### config.mk
export PLATFORM = sky130hd
export DESIGN_NAME = led_fault_supervisor
export DESIGN_NICKNAME = d
export VERILOG_FILES = /design/src/hw/fault_pkg.sv /design/src/hw/deglitch.sv /design/src/hw/led_fault_supervisor.sv
export SDC_FILE = /design/constraint.sdc
export NUM_CORES = 1
export LEC_CHECK = 0
export BUFFER_PORTS_ARGS = -buffer_cell sky130_fd_sc_hd__buf_2
export CORE_UTILIZATION = 55
export CTS_BUF_LIST = sky130_fd_sc_hd__clkbuf_4 sky130_fd_sc_hd__clkbuf_8 sky130_fd_sc_hd__clkbuf_16
export CTS_CLUSTER_SIZE = 40
export DETAILED_ROUTE_END_ITERATION = 12
export HOLD_SLACK_MARGIN = 0.15
export PLACE_DENSITY = 0.77
export SLEW_MARGIN = 15
export SYNTH_ARGS = -nofsm -noshare
export SYNTH_HDL_FRONTEND = slang
export SYNTH_SLANG_ARGS = --single-unit
### constraint.sdc
create_clock -name pclk -period 7.15 [get_ports pclk]
set_clock_uncertainty 0.2 [all_clocks]
set_input_delay 0 -clock pclk [delete_from_list [all_inputs] [get_ports pclk]]
set_output_delay 0 -clock pclk [all_outputs]
set_load 0.01 [all_outputs]
### src/hw/fault_pkg.sv
// constants and carrier types for the led channel fault supervisor
package fault_pkg;
	localparam int CLK_MHZ      = 250;
	localparam int DEGLITCH_MS  = 2;
	localparam int DEGLITCH_CYC = DEGLITCH_MS * CLK_MHZ * 1000;
	localparam int DIM_CYCLES   = 7;
	localparam int TIMER_W      = 20;
	localparam int NCH          = 3;
	localparam int AW           = 12;

	localparam logic [11:0] OFS_CTRL   = 12'h000;
	localparam logic [11:0] OFS_STATUS = 12'h004;
	localparam logic [11:0] OFS_CHAN   = 12'h008;
	localparam int          CTRL_EN_BIT = 0;
	localparam logic [31:0] CTRL_RST    = 32'h0000_0001;

	// junction temperature in degrees celsius, then current in percent of full
	localparam logic [7:0] SHUT_ON   = 8'haa;
	localparam logic [7:0] SHUT_OFF  = 8'h9b;
	localparam logic [7:0] FOLD_ON   = 8'h6e;
	localparam logic [7:0] FOLD_OFF  = 8'h64;
	localparam logic [7:0] FOLD_SPAN = 8'h19;
	localparam logic [7:0] PCT_FULL  = 8'h64;
	localparam logic [7:0] PCT_KNEE  = 8'h32;

	typedef struct packed {
		logic [2:0] headroom_low;
		logic [2:0] output_low;
		logic [2:0] sense_low;
		logic       ref_bad;
	} comp_t;

	typedef struct packed {
		logic [8:0] rsv1;
		logic [6:0] pct;
		logic       rsv0;
		logic       bus_low;
		logic       ext_s;
		logic       ext_c;
		logic       fold;
		logic       hot;
		logic       ref_lat;
		logic [2:0] single_lat;
		logic [2:0] short_lat;
		logic [2:0] open_act;
	} status_t;
endpackage

### src/hw/deglitch.sv
// persistence filters for the per-channel comparator flags
`timescale 1ns/1ns
`default_nettype none
module deglitch #(
	parameter int N        = 9,
	parameter int TIME_CYC = fault_pkg::DEGLITCH_CYC,
	parameter int DIM_CNT  = fault_pkg::DIM_CYCLES
) (
	input  wire logic         pclk,
	input  wire logic         presetn,
	input  wire logic [N-1:0] cond,
	input  wire logic [N-1:0] gate,
	input  wire logic [N-1:0] dim,
	output logic      [N-1:0] confirmed
);
	localparam int TW = fault_pkg::TIMER_W;
	localparam logic [TW-1:0] T_LAST = TW'(TIME_CYC - 1);
	localparam logic [3:0]    C_LAST = 4'(DIM_CNT - 1);

	typedef struct packed {
		logic [N-1:0][TW-1:0] timer;
		logic [N-1:0][3:0]    cyc;
		logic [N-1:0]         dim_prev;
		logic [N-1:0]         conf;
	} deg_state_t;

	deg_state_t st_q;
	deg_state_t st_d;

	always_comb
	begin
		st_d = st_q;
		for (int i = 0; i < N; i++)
		begin
			st_d.dim_prev[i] = dim[i];
			if (gate[i] && !cond[i])
			begin
				// any break in persistence starts over
				st_d.timer[i] = '0;
				st_d.cyc[i] = 4'h0;
				st_d.conf[i] = 1'b0;
			end
			else
			begin
				if (!gate[i])
				begin
					// the persistence timer does not run while the channel is off; dimming cycles still count
					st_d.timer[i] = '0;
					st_d.conf[i] = 1'b0;
				end
				else if (st_q.timer[i] == T_LAST)
					st_d.conf[i] = 1'b1;
				else
					st_d.timer[i] = st_q.timer[i] + 1'b1;
				if (st_q.dim_prev[i] && !dim[i])
				begin
					if (st_q.cyc[i] == C_LAST)
						st_d.conf[i] = 1'b1;
					else
						st_d.cyc[i] = st_q.cyc[i] + 4'h1;
				end
			end
		end
	end

	always_ff @(posedge pclk or negedge presetn)
	begin
		if (!presetn)
			st_q <= '0;
		else
			st_q <= st_d;
	end

	assign confirmed = st_q.conf;
endmodule
`default_nettype wire

### src/hw/led_fault_supervisor.sv
// fault supervision of a three channel led driver with apb status access
`timescale 1ns/1ns
`default_nettype none
module led_fault_supervisor #(
	parameter int DEGLITCH_CYC = fault_pkg::DEGLITCH_CYC
) (
	input  wire logic                    pclk,
	input  wire logic                    presetn,
	input  wire logic [fault_pkg::AW-1:0] paddr,
	input  wire logic                    psel,
	input  wire logic                    penable,
	input  wire logic                    pwrite,
	input  wire logic [31:0]             pwdata,
	output logic      [31:0]             prdata,
	output logic                         pready,
	output logic                         pslverr,
	input  wire logic                    supply_above_5v,
	input  wire logic                    supply_above_9v,
	input  wire logic [2:0]              channel_dim_input,
	input  wire fault_pkg::comp_t        cmp,
	input  wire logic [7:0]              junction_temp,
	input  wire logic                    fault_in,
	output logic                         fault_out,
	output logic                         fault_oe_n,
	input  wire logic                    single_in,
	output logic                         single_out,
	output logic                         single_oe_n,
	output logic      [2:0]              chan_enable,
	output logic      [6:0]              current_pct
);
	localparam int NCH = fault_pkg::NCH;

	typedef struct packed {
		logic            ctrl_en;
		logic            c_oe_n;
		logic            s_oe_n;
		logic            od_out;
		logic [NCH-1:0]  short_lat;
		logic [NCH-1:0]  single_lat;
		logic            ref_lat;
		logic            hot;
		logic            fold;
		logic            ext_c;
		logic            ext_s;
		logic [NCH-1:0]  chan_en;
		logic [6:0]      pct;
		logic [31:0]     prdata;
		logic            pready;
		logic            pslverr;
	} top_state_t;

	localparam top_state_t ST_RST = '{
		ctrl_en: fault_pkg::CTRL_RST[fault_pkg::CTRL_EN_BIT],
		c_oe_n:  1'b1,
		s_oe_n:  1'b1,
		default: '0
	};

	top_state_t         st_q;
	top_state_t         st_d;
	logic [3*NCH-1:0]   dg_cond;
	logic [3*NCH-1:0]   dg_gate;
	logic [3*NCH-1:0]   dg_conf;
	logic [NCH-1:0]     open_conf;
	logic [NCH-1:0]     short_conf;
	logic [NCH-1:0]     single_conf;
	logic [NCH-1:0]     short_mask;
	logic [NCH-1:0]     open_mask;
	logic               common_req;
	logic               single_req;
	logic               bus_low;
	logic               base_on;
	logic               access;
	fault_pkg::status_t status_w;

	function automatic logic reg_hit(input logic [fault_pkg::AW-1:0] a,
		input logic [fault_pkg::AW-1:0] ofs);
		return a == ofs;
	endfunction

	function automatic logic [6:0] fold_pct(input logic [7:0] t);
		logic [7:0] dt;
		logic [7:0] p;
		dt = (t > fault_pkg::FOLD_ON) ? t - fault_pkg::FOLD_ON : 8'h00;
		if (dt <= fault_pkg::FOLD_SPAN)
			p = fault_pkg::PCT_FULL - {dt[6:0], 1'b0};
		else if (dt - fault_pkg::FOLD_SPAN >= fault_pkg::PCT_KNEE)
			p = 8'h00;
		else
			p = fault_pkg::PCT_KNEE - (dt - fault_pkg::FOLD_SPAN);
		return p[6:0];
	endfunction

	// headroom watch runs whether the channel is on or off
	assign dg_cond = {cmp.sense_low & {NCH{supply_above_9v}},
		cmp.output_low & {NCH{supply_above_5v}},
		cmp.headroom_low & {NCH{supply_above_5v}}};
	assign dg_gate = {channel_dim_input & st_q.chan_en,
		channel_dim_input & st_q.chan_en, {NCH{1'b1}}};

	deglitch #(
		.N        (3 * NCH),
		.TIME_CYC (DEGLITCH_CYC),
		.DIM_CNT  (fault_pkg::DIM_CYCLES)
	) deglitch_i (
		.pclk      (pclk),
		.presetn   (presetn),
		.cond      (dg_cond),
		.gate      (dg_gate),
		.dim       ({3{channel_dim_input}}),
		.confirmed (dg_conf)
	);

	assign open_conf   = dg_conf[NCH-1:0];
	assign short_conf  = dg_conf[2*NCH-1:NCH];
	assign single_conf = dg_conf[3*NCH-1:2*NCH];

	always_comb
	begin
		st_d = st_q;
		common_req = 1'b0;
		single_req = 1'b0;
		bus_low = 1'b0;
		base_on = 1'b0;
		short_mask = '1;
		open_mask = '1;
		access = 1'b0;
		status_w = '0;

		// latched faults: a new detection wins over a clear by disable
		st_d.short_lat = short_conf | (st_q.short_lat & {NCH{st_q.ctrl_en}});
		st_d.single_lat = single_conf | (st_q.single_lat & {NCH{st_q.ctrl_en}});
		st_d.ref_lat = (cmp.ref_bad & supply_above_5v) | (st_q.ref_lat & st_q.ctrl_en);

		if (junction_temp > fault_pkg::SHUT_ON)
			st_d.hot = 1'b1;
		else if (junction_temp < fault_pkg::SHUT_OFF)
			st_d.hot = 1'b0;
		if (junction_temp > fault_pkg::FOLD_ON)
			st_d.fold = 1'b1;
		else if (junction_temp < fault_pkg::FOLD_OFF)
			st_d.fold = 1'b0;
		st_d.pct = st_q.fold ? fold_pct(junction_temp) : fault_pkg::PCT_FULL[6:0];

		// open load is never latched, so it releases on its own
		common_req = (|open_conf) | (|st_q.short_lat) | st_q.ref_lat | st_q.hot;
		single_req = |st_q.single_lat;

		// line reading high while we pull it means someone holds it high
		st_d.ext_c = common_req & (st_q.ext_c | (!st_q.c_oe_n & fault_in));
		st_d.c_oe_n = !(common_req & !st_d.ext_c);
		st_d.ext_s = single_req & (st_q.ext_s | (!st_q.s_oe_n & single_in));
		st_d.s_oe_n = !(single_req & !st_d.ext_s);

		// another device on the shared line asks for shutdown
		bus_low = st_q.c_oe_n & !fault_in;
		base_on = st_q.ctrl_en & !st_q.hot & !st_q.ref_lat & !bus_low;

		if (|st_q.short_lat)
		begin
			if (st_q.ext_c)
				short_mask = ~st_q.short_lat;
			else
				short_mask = '0;
		end
		// held-high line leaves every open or battery-shorted channel on
		if ((|open_conf) && !st_q.ext_c)
			open_mask = open_conf;
		st_d.chan_en = {NCH{base_on}} & short_mask & open_mask;

		status_w.open_act = open_conf;
		status_w.short_lat = st_q.short_lat;
		status_w.single_lat = st_q.single_lat;
		status_w.ref_lat = st_q.ref_lat;
		status_w.hot = st_q.hot;
		status_w.fold = st_q.fold;
		status_w.ext_c = st_q.ext_c;
		status_w.ext_s = st_q.ext_s;
		status_w.bus_low = bus_low;
		status_w.pct = st_q.pct;

		// apb: one wait state, answer registered
		access = psel & penable & !st_q.pready;
		st_d.pready = access;
		st_d.pslverr = 1'b0;
		if (access)
		begin
			st_d.pslverr = !(reg_hit(paddr, fault_pkg::OFS_CTRL)
				| reg_hit(paddr, fault_pkg::OFS_STATUS)
				| reg_hit(paddr, fault_pkg::OFS_CHAN));
			st_d.prdata = 32'h0000_0000;
			if (!pwrite)
			begin
				if (reg_hit(paddr, fault_pkg::OFS_CTRL))
					st_d.prdata[fault_pkg::CTRL_EN_BIT] = st_q.ctrl_en;
				else if (reg_hit(paddr, fault_pkg::OFS_STATUS))
					st_d.prdata = status_w;
				else if (reg_hit(paddr, fault_pkg::OFS_CHAN))
					st_d.prdata[NCH-1:0] = st_q.chan_en;
			end
			else if (reg_hit(paddr, fault_pkg::OFS_CTRL))
			begin
				st_d.ctrl_en = pwdata[fault_pkg::CTRL_EN_BIT];
			end
		end
	end

	always_ff @(posedge pclk or negedge presetn)
	begin
		if (!presetn)
			st_q <= ST_RST;
		else
			st_q <= st_d;
	end

	assign prdata      = st_q.prdata;
	assign pready      = st_q.pready;
	assign pslverr     = st_q.pslverr;
	assign fault_out   = st_q.od_out;
	assign fault_oe_n  = st_q.c_oe_n;
	assign single_out  = st_q.od_out;
	assign single_oe_n = st_q.s_oe_n;
	assign chan_enable = st_q.chan_en;
	assign current_pct = st_q.pct;
endmodule
`default_nettype wire

== After elaboration in Yosys (flattened, before gate mapping) ==
Cells that the tools add are included.
Word-level totals
  bits in latches: 0
  memories kept: 0
  ROM bits: 0
  memory bits (writable): 0
  logic and storage cells: 308
  bits in registers: 292
Operators by class
  shifts and indexed selects: 0
  div/mod/pow operators: 0
  eq/ne operators: 41
  $mul: 0
  bitwise logic cells: 33
  add/sub/neg operators: 22
  muxes and demuxes: 111
  reduce and logical (&&, ||, !) cells: 60
  magnitude comparators: 6
Operators by type and width (number)
  2-to-1 mux 20 bit: 25
  adder 20 x 1 -> 20 bit (second input constant): 9
  == test 20 x 19 -> 1 bit (second input constant): 9
  2-to-1 mux 4 bit: 27
  2-to-1 mux 1 bit: 48
  adder 4 x 1 -> 4 bit (second input constant): 9
  == test 4 x 3 -> 1 bit (second input constant): 9
  2-to-1 mux 32 bit: 1
  2-to-1 mux 31 bit: 1
  AND 3 bit: 8
  logical NOT 1 bit: 22
  2-to-1 mux 7 bit: 3
  inequality test 2 bit (second input constant): 9
  inequality test 3 bit (second input constant): 6
  AND reduction 2 bit: 9
  logical AND 1 bit: 16
  nonzero test 2 bit: 8
  2-to-1 mux 3 bit: 5
  AND 1 bit: 14
  == test 12 x 3 -> 1 bit (second input constant): 1
  == test 12 x 4 -> 1 bit (second input constant): 1
  logical NOT 12 bit: 1
  inequality test 2 x 1 -> 1 bit (second input constant): 6
  OR reduction 3 bit: 3
  other kinds (15): 23

== Depth between registers and ports, before layout ==
Gate-level depths: netlist of the first run.
  depth in word-level cells: 8
  depth in mapped cells: 13

== Modules after synthesis ==
From an unflattened synthesis of the first run, not the netlist that was laid out.
Unflattened totals
  cells, all modules: 1493
  area, all modules: 14701.6 um^2
By module, submodules not included
  deglitch: area each 11614.9 um^2, times used 1, cells each 1182
  led_fault_supervisor: area each 3086.7 um^2, times used 1, cells each 311

== Worst setup path after synthesis of the first run ==
OpenSTA, ideal clock, no wires.
  path type: input to register
  start: input port junction_temp[1]
  end: register st_q (netlist bit current_pct[5])
  cell stages on the path: 13
  path buffers: 1
  slack: 4.213 ns
  required time: 6.799 ns
  library setup time: 0.151 ns
  arrival: 2.587 ns
  cells stage by stage: ha_1 > buf_2 > nor2b_1 > o31ai_1 > nand2b_1 > ha_1 > inv_1 > a21oi_1 > nor2_1 > nor2_1 > or4_1 > o211ai_2 > o221ai_1
RTL lines
  from (decl): line led_fault_supervisor.sv:21  | input wire logic [7:0] junction_temp,
  to (signal assigned): line led_fault_supervisor.sv:213  | st_q <= st_d;
  to (decl): line led_fault_supervisor.sv:59  | top_state_t st_q;

==> flow_summary.json, run 1 <==
{
  "placementRows": 58,
  "synth_edf_count": 0,
  "net-switching-power_mw": 0.921,
  "synthFlopType": "dfrtp_1",
  "place.gp.congestion": 0.897,
  "syn_area_mm2": 0.0141,
  "sequentialPowerShare_pct": 44.4,
  "drt_first_iter_violations": 799,
  "core-area_mm2": 0.0252,
  "rsz0062_at_grt": "no",
  "worst_slew_pin_slew_ps": 937,
  "routed_via_density": 5.57,
  "synthXorXnorAreaFrac_pct": 10.0,
  "relSlewSlack_pct": 37.0,
  "hpwl_mm": 19.1,
  "required_ps": 7370,
  "fp.dieH_um": 162,
  "synth.area.top_cells": "dfrtp_1, xor2_1, nor2_1",
  "dr.pass1.iters": 5,
  "route.vias.total": 10789,
  "grt_usage_pct": 22.9,
  "cts_tree": "done",
  "insertedDiodeCount": 0,
  "p_clk_share_pct": 46.9,
  "io_pins": 122,
  "fmax_ghz": 0.233,
  "critPathLaunchType": "primary input",
  "drv_slew": 0,
  "cap_violations": 0,
  "synth_compound_area_share_pct": 8.69,
  "synth_warnings": 0,
  "initial_utilization_pct": 56.1,
  "ys_ff_latch": 276,
  "first_global_vias": 10438,
  "clk_latency_ps": 550,
  "status": "finished, final reports clean",
  "totalWireLength_mm": 29.4,
  "synth.area.mux_share_pct": 0.930,
  "worstSetupPathType": "in2reg",
  "drt_drc_violations_left": 0,
  "synth_top_family_by_area": "simple AND/OR/NAND/NOR gates",
  "wl_met3_mm": 1.16,
  "ys_types": 66,
  "min_path_type": "in2reg",
  "fin_crit_sh_pct": 59.9,
  "fin_crit_ps": 4280,
  "cts_root_buf": "clkbuf_16",
  "grt-ovfl-total": 0,
  "p_sw_share_pct": 23.6,
  "p_comb_share_pct": 8.7,
  "layout-drive-gt1-share_pct": 9.76,
  "die_area_mm2": 0.0263,
  "grt_max_degree": 153,
  "synth_fa_ha_area_share_pct": 3.19,
  "placed_cells": 1820,
  "synth-seq-area-share_pct": 48.9,
  "power_density_mw_per_mm2": 239,
  "ant_nets": 0,
  "cp.arrival_ps": 4510,
  "final_nets": 1695,
  "cts.sinks": 276,
  "grt_pass1_wl_mm": 49.7,
  "numCtsBuffers": 29,
  "nFillCells": 1968,
  "syn-instance-count": 1484,
  "hold_viol_final": 0,
  "routed-wl-met2_mm": 14.0,
  "critPathMaxFanout": 13,
  "leakage_nw": 7.16,
  "reg2reg_slack_ps": 3720,
  "clk_pin_slew_ps": 60,
  "fin_tns_setup_ps": 0,
  "htreeDepth": 1,
  "peakVddDrop_uv": 169,
  "finalNonFillerCells": 1938,
  "synth_simple_gate_area_share_pct": 23.8,
  "final_core_util_pct": 64.9,
  "synthArstFlopShare_pct": 100,
  "chipWidth_um": 162,
  "syn_to_final_growth_pct": 15.7,
  "dr.max_layer_used": "met4",
  "cts_buffer_depth": 3,
  "antenna_found_initial": 0,
  "synth_largest_area_cell": "dfrtp_1",
  "yosysTopAreaCellShare_pct": 48.4,
  "wl_met1_mm": 13.7,
  "io_buffers": 78,
  "internal-power_mw": 2.98,
  "end_kind": "flop",
  "synth.avg_cell_area_um2": 9.52,
  "wl_per_cell_um": 15.2,
  "finalSetupViolCount": 0
}
flip-flops by register name (all words and copies together), names as in the netlist:
| name | cells |
|---|---|
| chan_enable | 3 |
| current_pct | 7 |
| deglitch_i.confirmed | 9 |
| deglitch_i.st_q | 219 |
| fault_oe_n | 1 |
| prdata | 22 |
| pready | 1 |
| pslverr | 1 |
| single_oe_n | 1 |
| st_q | 12 |
synth_stat cells (all sizes together), types with 2 or more instances:
cell / number
a211o: 3
a211oi: 3
a21o: 13
a21oi: 68
a22o: 20
a31oi: 7
a32oi: 2
and2: 11
and3: 25
and4: 10
buf: 59
clkbuf: 26
dfrtp: 273
dfstp: 3
ha: 36
inv: 30
mux2i: 12
nand2: 126
nand2b: 12
nand3: 78
nand3b: 7
nand4: 56
nor2: 235
nor2b: 19
nor3: 25
nor3b: 2
nor4: 11
nor4b: 15
o211ai: 2
o21ai: 55
o221ai: 2
o22ai: 11
o311ai: 2
o32ai: 2
or2: 6
or3: 35
or4: 7
xnor2: 45
xor2: 117
cells by family (layout without fill, tap and decap cells):
| logic type | count (synthesis) | count (layout) |
|---|---|---|
| buffers and inverters | 115 | 228 |
| other | 1 | 12 |
| xor gates and xnor gates | 162 | 162 |
| AOI/OAI and AO/OA | 199 | 199 |
| and+or+nand+nor | 682 | 682 |
| DFF | 276 | 276 |
| adders and majority gates | 36 | 36 |
| muxes | 13 | 13 |
cell usage in the layout, fill, tap and decap left out, types with 34 or more instances in the layout:
master / n
xor2_1: 117
nand2_1: 126
ha_1: 36
buf_2: 77
dfrtp_1: 273
o21ai_0: 52
a21oi_1: 68
nand4_1: 56
nor2_1: 235
nand3_1: 78
or3_1: 34
dlygate4sd3_1: 63
xnor2_1: 45
worst max-delay path, stage by stage:
cell           delay (ps)
dlygate4sd3_1         530
buf_2                 190
ha_1                  330
nor2b_1               190
o31ai_1               640
nand2b_1              300
ha_1                  330
inv_1                  80
a21oi_1               140
nor2_1                330
nor2_1                 80
or4_1                 500
o211ai_2              180
o22ai_1               110
dlygate4sd3_1         570
stage by stage:
stage	instance area (um2)	worst slack, ps	hold slack, ps	power (mW)
after detailed placement	14500	3460	-26.6	2.07
after CTS	16300	2970	152	3.94
after floorplan	14200	4210	-496	1.96
after global routing	16300	2610	191	4.06
after global placement	14500	3580	-29.9	2.05
final	16300	2870	179	3.90
final timing paths:
kind                                        to  cells after the start               startpoint
max                             current_pct[1]                     15         junction_temp[1]
min                        deglitch_i.st_q[34]                      4                   cmp[5]
max reg2reg                         prdata[14]                      8                   pready
min reg2reg                           st_q[51]                      1  deglitch_i.confirmed[8]
max in group asynchronous  deglitch_i.st_q[69]                      4                  presetn
min in group asynchronous          single_oe_n                      3                  presetn
repair_timing:
action / in CTS / in global routing
hold buffers: 64 / 0
gates resized for setup: 0 / 0
setup buffers: 0 / 0
endpoints found under the hold margin: 383 / 0
power by group through the flow:
| stage | combinational [mW] | sequential (mW) | clock [mW] |
|---|---|---|---|
| after detailed placement | 0.311 | 1.76 | 0 |
| final | 0.340 | 1.73 | 1.83 |
| after global routing | 0.391 | 1.74 | 1.92 |
| after CTS | 0.342 | 1.73 | 1.86 |
| after floorplan | 0.222 | 1.74 | 0 |
| after global placement | 0.295 | 1.75 | 0 |
final cells by class:
type	instances	area (um2)	area share, %
clock buffers	34	795	4.86
clock inverters	20	392	2.40
inverters	30	113	0.689
multi-input cells	1104	6640	40.6
flip-flops and latches	276	6910	42.3
well taps	330	413	2.53
repair buffers	144	1090	6.65
metal layers:
layer	vias to the layer above	global-route usage, %
met5	-	0
met4	0	6.22
met2	187	37.5
li1	5307	-
met3	39	2.89
met1	5256	32.1
Note: power is estimated with default switching activity, not from simulation.
==> run 2, diff against run 1 <==
clock period = 4.2 ns   (was 7.15 ns; I/O delays follow)
==> flow_summary.json, run 2 (same netlist as run 1, synthesis figures left out) <==
{
  "grt_usage_pct": 23.3,
  "first_global_vias": 10737,
  "peakVddDrop_uv": 258,
  "grt_pass1_wl_mm": 50.7,
  "route.vias.total": 10918,
  "syn_to_final_growth_pct": 14.8,
  "p_clk_share_pct": 42.7,
  "largest-register": "deglitch_i.st_q",
  "most-common-layout-cells": "dfrtp_1, nor2_1, nand2_1",
  "cts_buffer_depth": 3,
  "die_area_mm2": 0.0263,
  "final_nets": 1700,
  "antenna_found_initial": 0,
  "cap_violations": 0,
  "insertedDiodeCount": 0,
  "p_sw_share_pct": 24.9,
  "fin_tns_setup_ps": 0,
  "largest_reg_flops": 219,
  "fin_crit_sh_pct": 92.1,
  "layout_commonest_cell": "dfrtp_1",
  "critPathMaxFanout": 24,
  "power.total_mw": 6.16,
  "clk_latency_ps": 550,
  "reg2reg_depth": 9,
  "htreeDepth": 1,
  "sequentialPowerShare_pct": 47.9,
  "core-area_mm2": 0.0252,
  "numCtsBuffers": 30,
  "worst_slew_pin_slew_ps": 993,
  "grt-ovfl-total": 0,
  "worstSetupPathType": "in2reg",
  "reg2reg_from": "pready",
  "cp.arrival_ps": 4150,
  "initial_utilization_pct": 56.1,
  "leakage_nw": 7.13,
  "ant_nets": 0,
  "end_kind": "flop",
  "hpwl_mm": 19.4,
  "totalWireLength_mm": 29.6,
  "io_buffers": 78,
  "placementRows": 58,
  "r2r_end": "prdata[1]",
  "reg2reg_slack_ps": 600,
  "power_density_mw_per_mm2": 380,
  "drv_slew": 0,
  "hold_viol_final": 0,
  "place.gp.congestion": 0.888,
  "critPathLaunchType": "primary input",
  "p_comb_share_pct": 9.4,
  "fmax_ghz": 0.259,
  "required_ps": 4480,
  "hp-start": "cmp[6]",
  "cts_setup_buffers": 0,
  "clk_pin_slew_ps": 60,
  "drt_drc_violations_left": 0,
  "fp.dieH_um": 162,
  "layout-drive-gt1-share_pct": 9.98,
  "min_path_type": "in2reg",
  "internal-power_mw": 4.63,
  "net-switching-power_mw": 1.53,
  "finalSetupViolCount": 0,
  "status": "finished, final reports clean",
  "drt_first_iter_violations": 743,
  "wl_per_cell_um": 15.3,
  "rsz0062_at_grt": "no",
  "relSlewSlack_pct": 33.2,
  "chipWidth_um": 162,
  "cts.sinks": 276,
  "grt_max_degree": 114,
  "cts_tree": "done",
  "dr.pass1.iters": 5,
  "io_pins": 122,
  "hold-path-cell-count": 4,
  "cts.repair.resized": 0,
  "cts_root_buf": "clkbuf_16",
  "min_to": "deglitch_i.st_q[38]",
  "routed_via_density": 5.62,
  "fin_crit_ps": 3870
}
==> run 2: worst max path at each step <==
stage	slack [ps]	startpoint	endpoint	cells after the start
after floorplan	1260	junction_temp[1]	current_pct[5]	13
after global placement	930	junction_temp[1]	current_pct[5]	14
after detailed placement	920	junction_temp[1]	current_pct[2]	14
after CTS	470	junction_temp[1]	current_pct[1]	16
after global routing	150	junction_temp[1]	current_pct[1]	16
final	330	penable	prdata[1]	13
==> run 2: timing repair <==
action,in CTS,in global routing
hold endpoints to repair,528,0
setup endpoints to repair,0,0
hold buffers,66,0
==> run 2: final cells by class <==
class                   count  area, um2
fillers                  1955       8970
flip-flops and latches    276       6910
multi-input cells        1104       6640
repair buffers            148       1130
clock buffers              51        976
well taps                 330        413
inverters                  30        113
clock inverters             5       33.8
==> run 2: per-stage QoR <==
stage	setup WS (ps)	utilization, %	hold WS (ps)	instances	cell area, um2
6_report	334	64.4	179	1944	16200
5_1_grt	148	64.4	210	1944	16200
4_1_cts	468	64.4	151	1944	16200
3_5_place_dp	916	57.7	-150	1822	14500
3_3_place_gp	929	57.7	-149	1822	14500
2_1_floorplan	1260	-	-496	1495	14200
==> run 2: power by group through the flow <==
stage / Combinational [mW] / Sequential [mW] / Clock [mW]
final: 0.580 / 2.95 / 2.63
after global routing: 0.669 / 2.97 / 2.79
after CTS: 0.584 / 2.95 / 2.68
after detailed placement: 0.531 / 2.99 / 0
after global placement: 0.506 / 2.98 / 0
after floorplan: 0.377 / 2.96 / 0
==> run 2: metal layers <==
| layer | GRT usage, % | routed length [um] |
|---|---|---|
| met4 | 7.42 | 792 |
| met3 | 3.58 | 1250 |
| met2 | 38.0 | 13900 |
| met5 | 0 | 0 |
| met1 | 31.9 | 13700 |
==> run 2: critical path, stage by stage <==
cell and delay, ps:
dlygate4sd3_1 540, buf_2 110, nand2_1 50, dlygate4sd3_1 540, or2_2 520, inv_1 180
nand2_1 110, nor4b_2 350, dlygate4sd3_1 700, buf_4 320, a32oi_1 90, nand2_1 90
dlygate4sd3_1 550
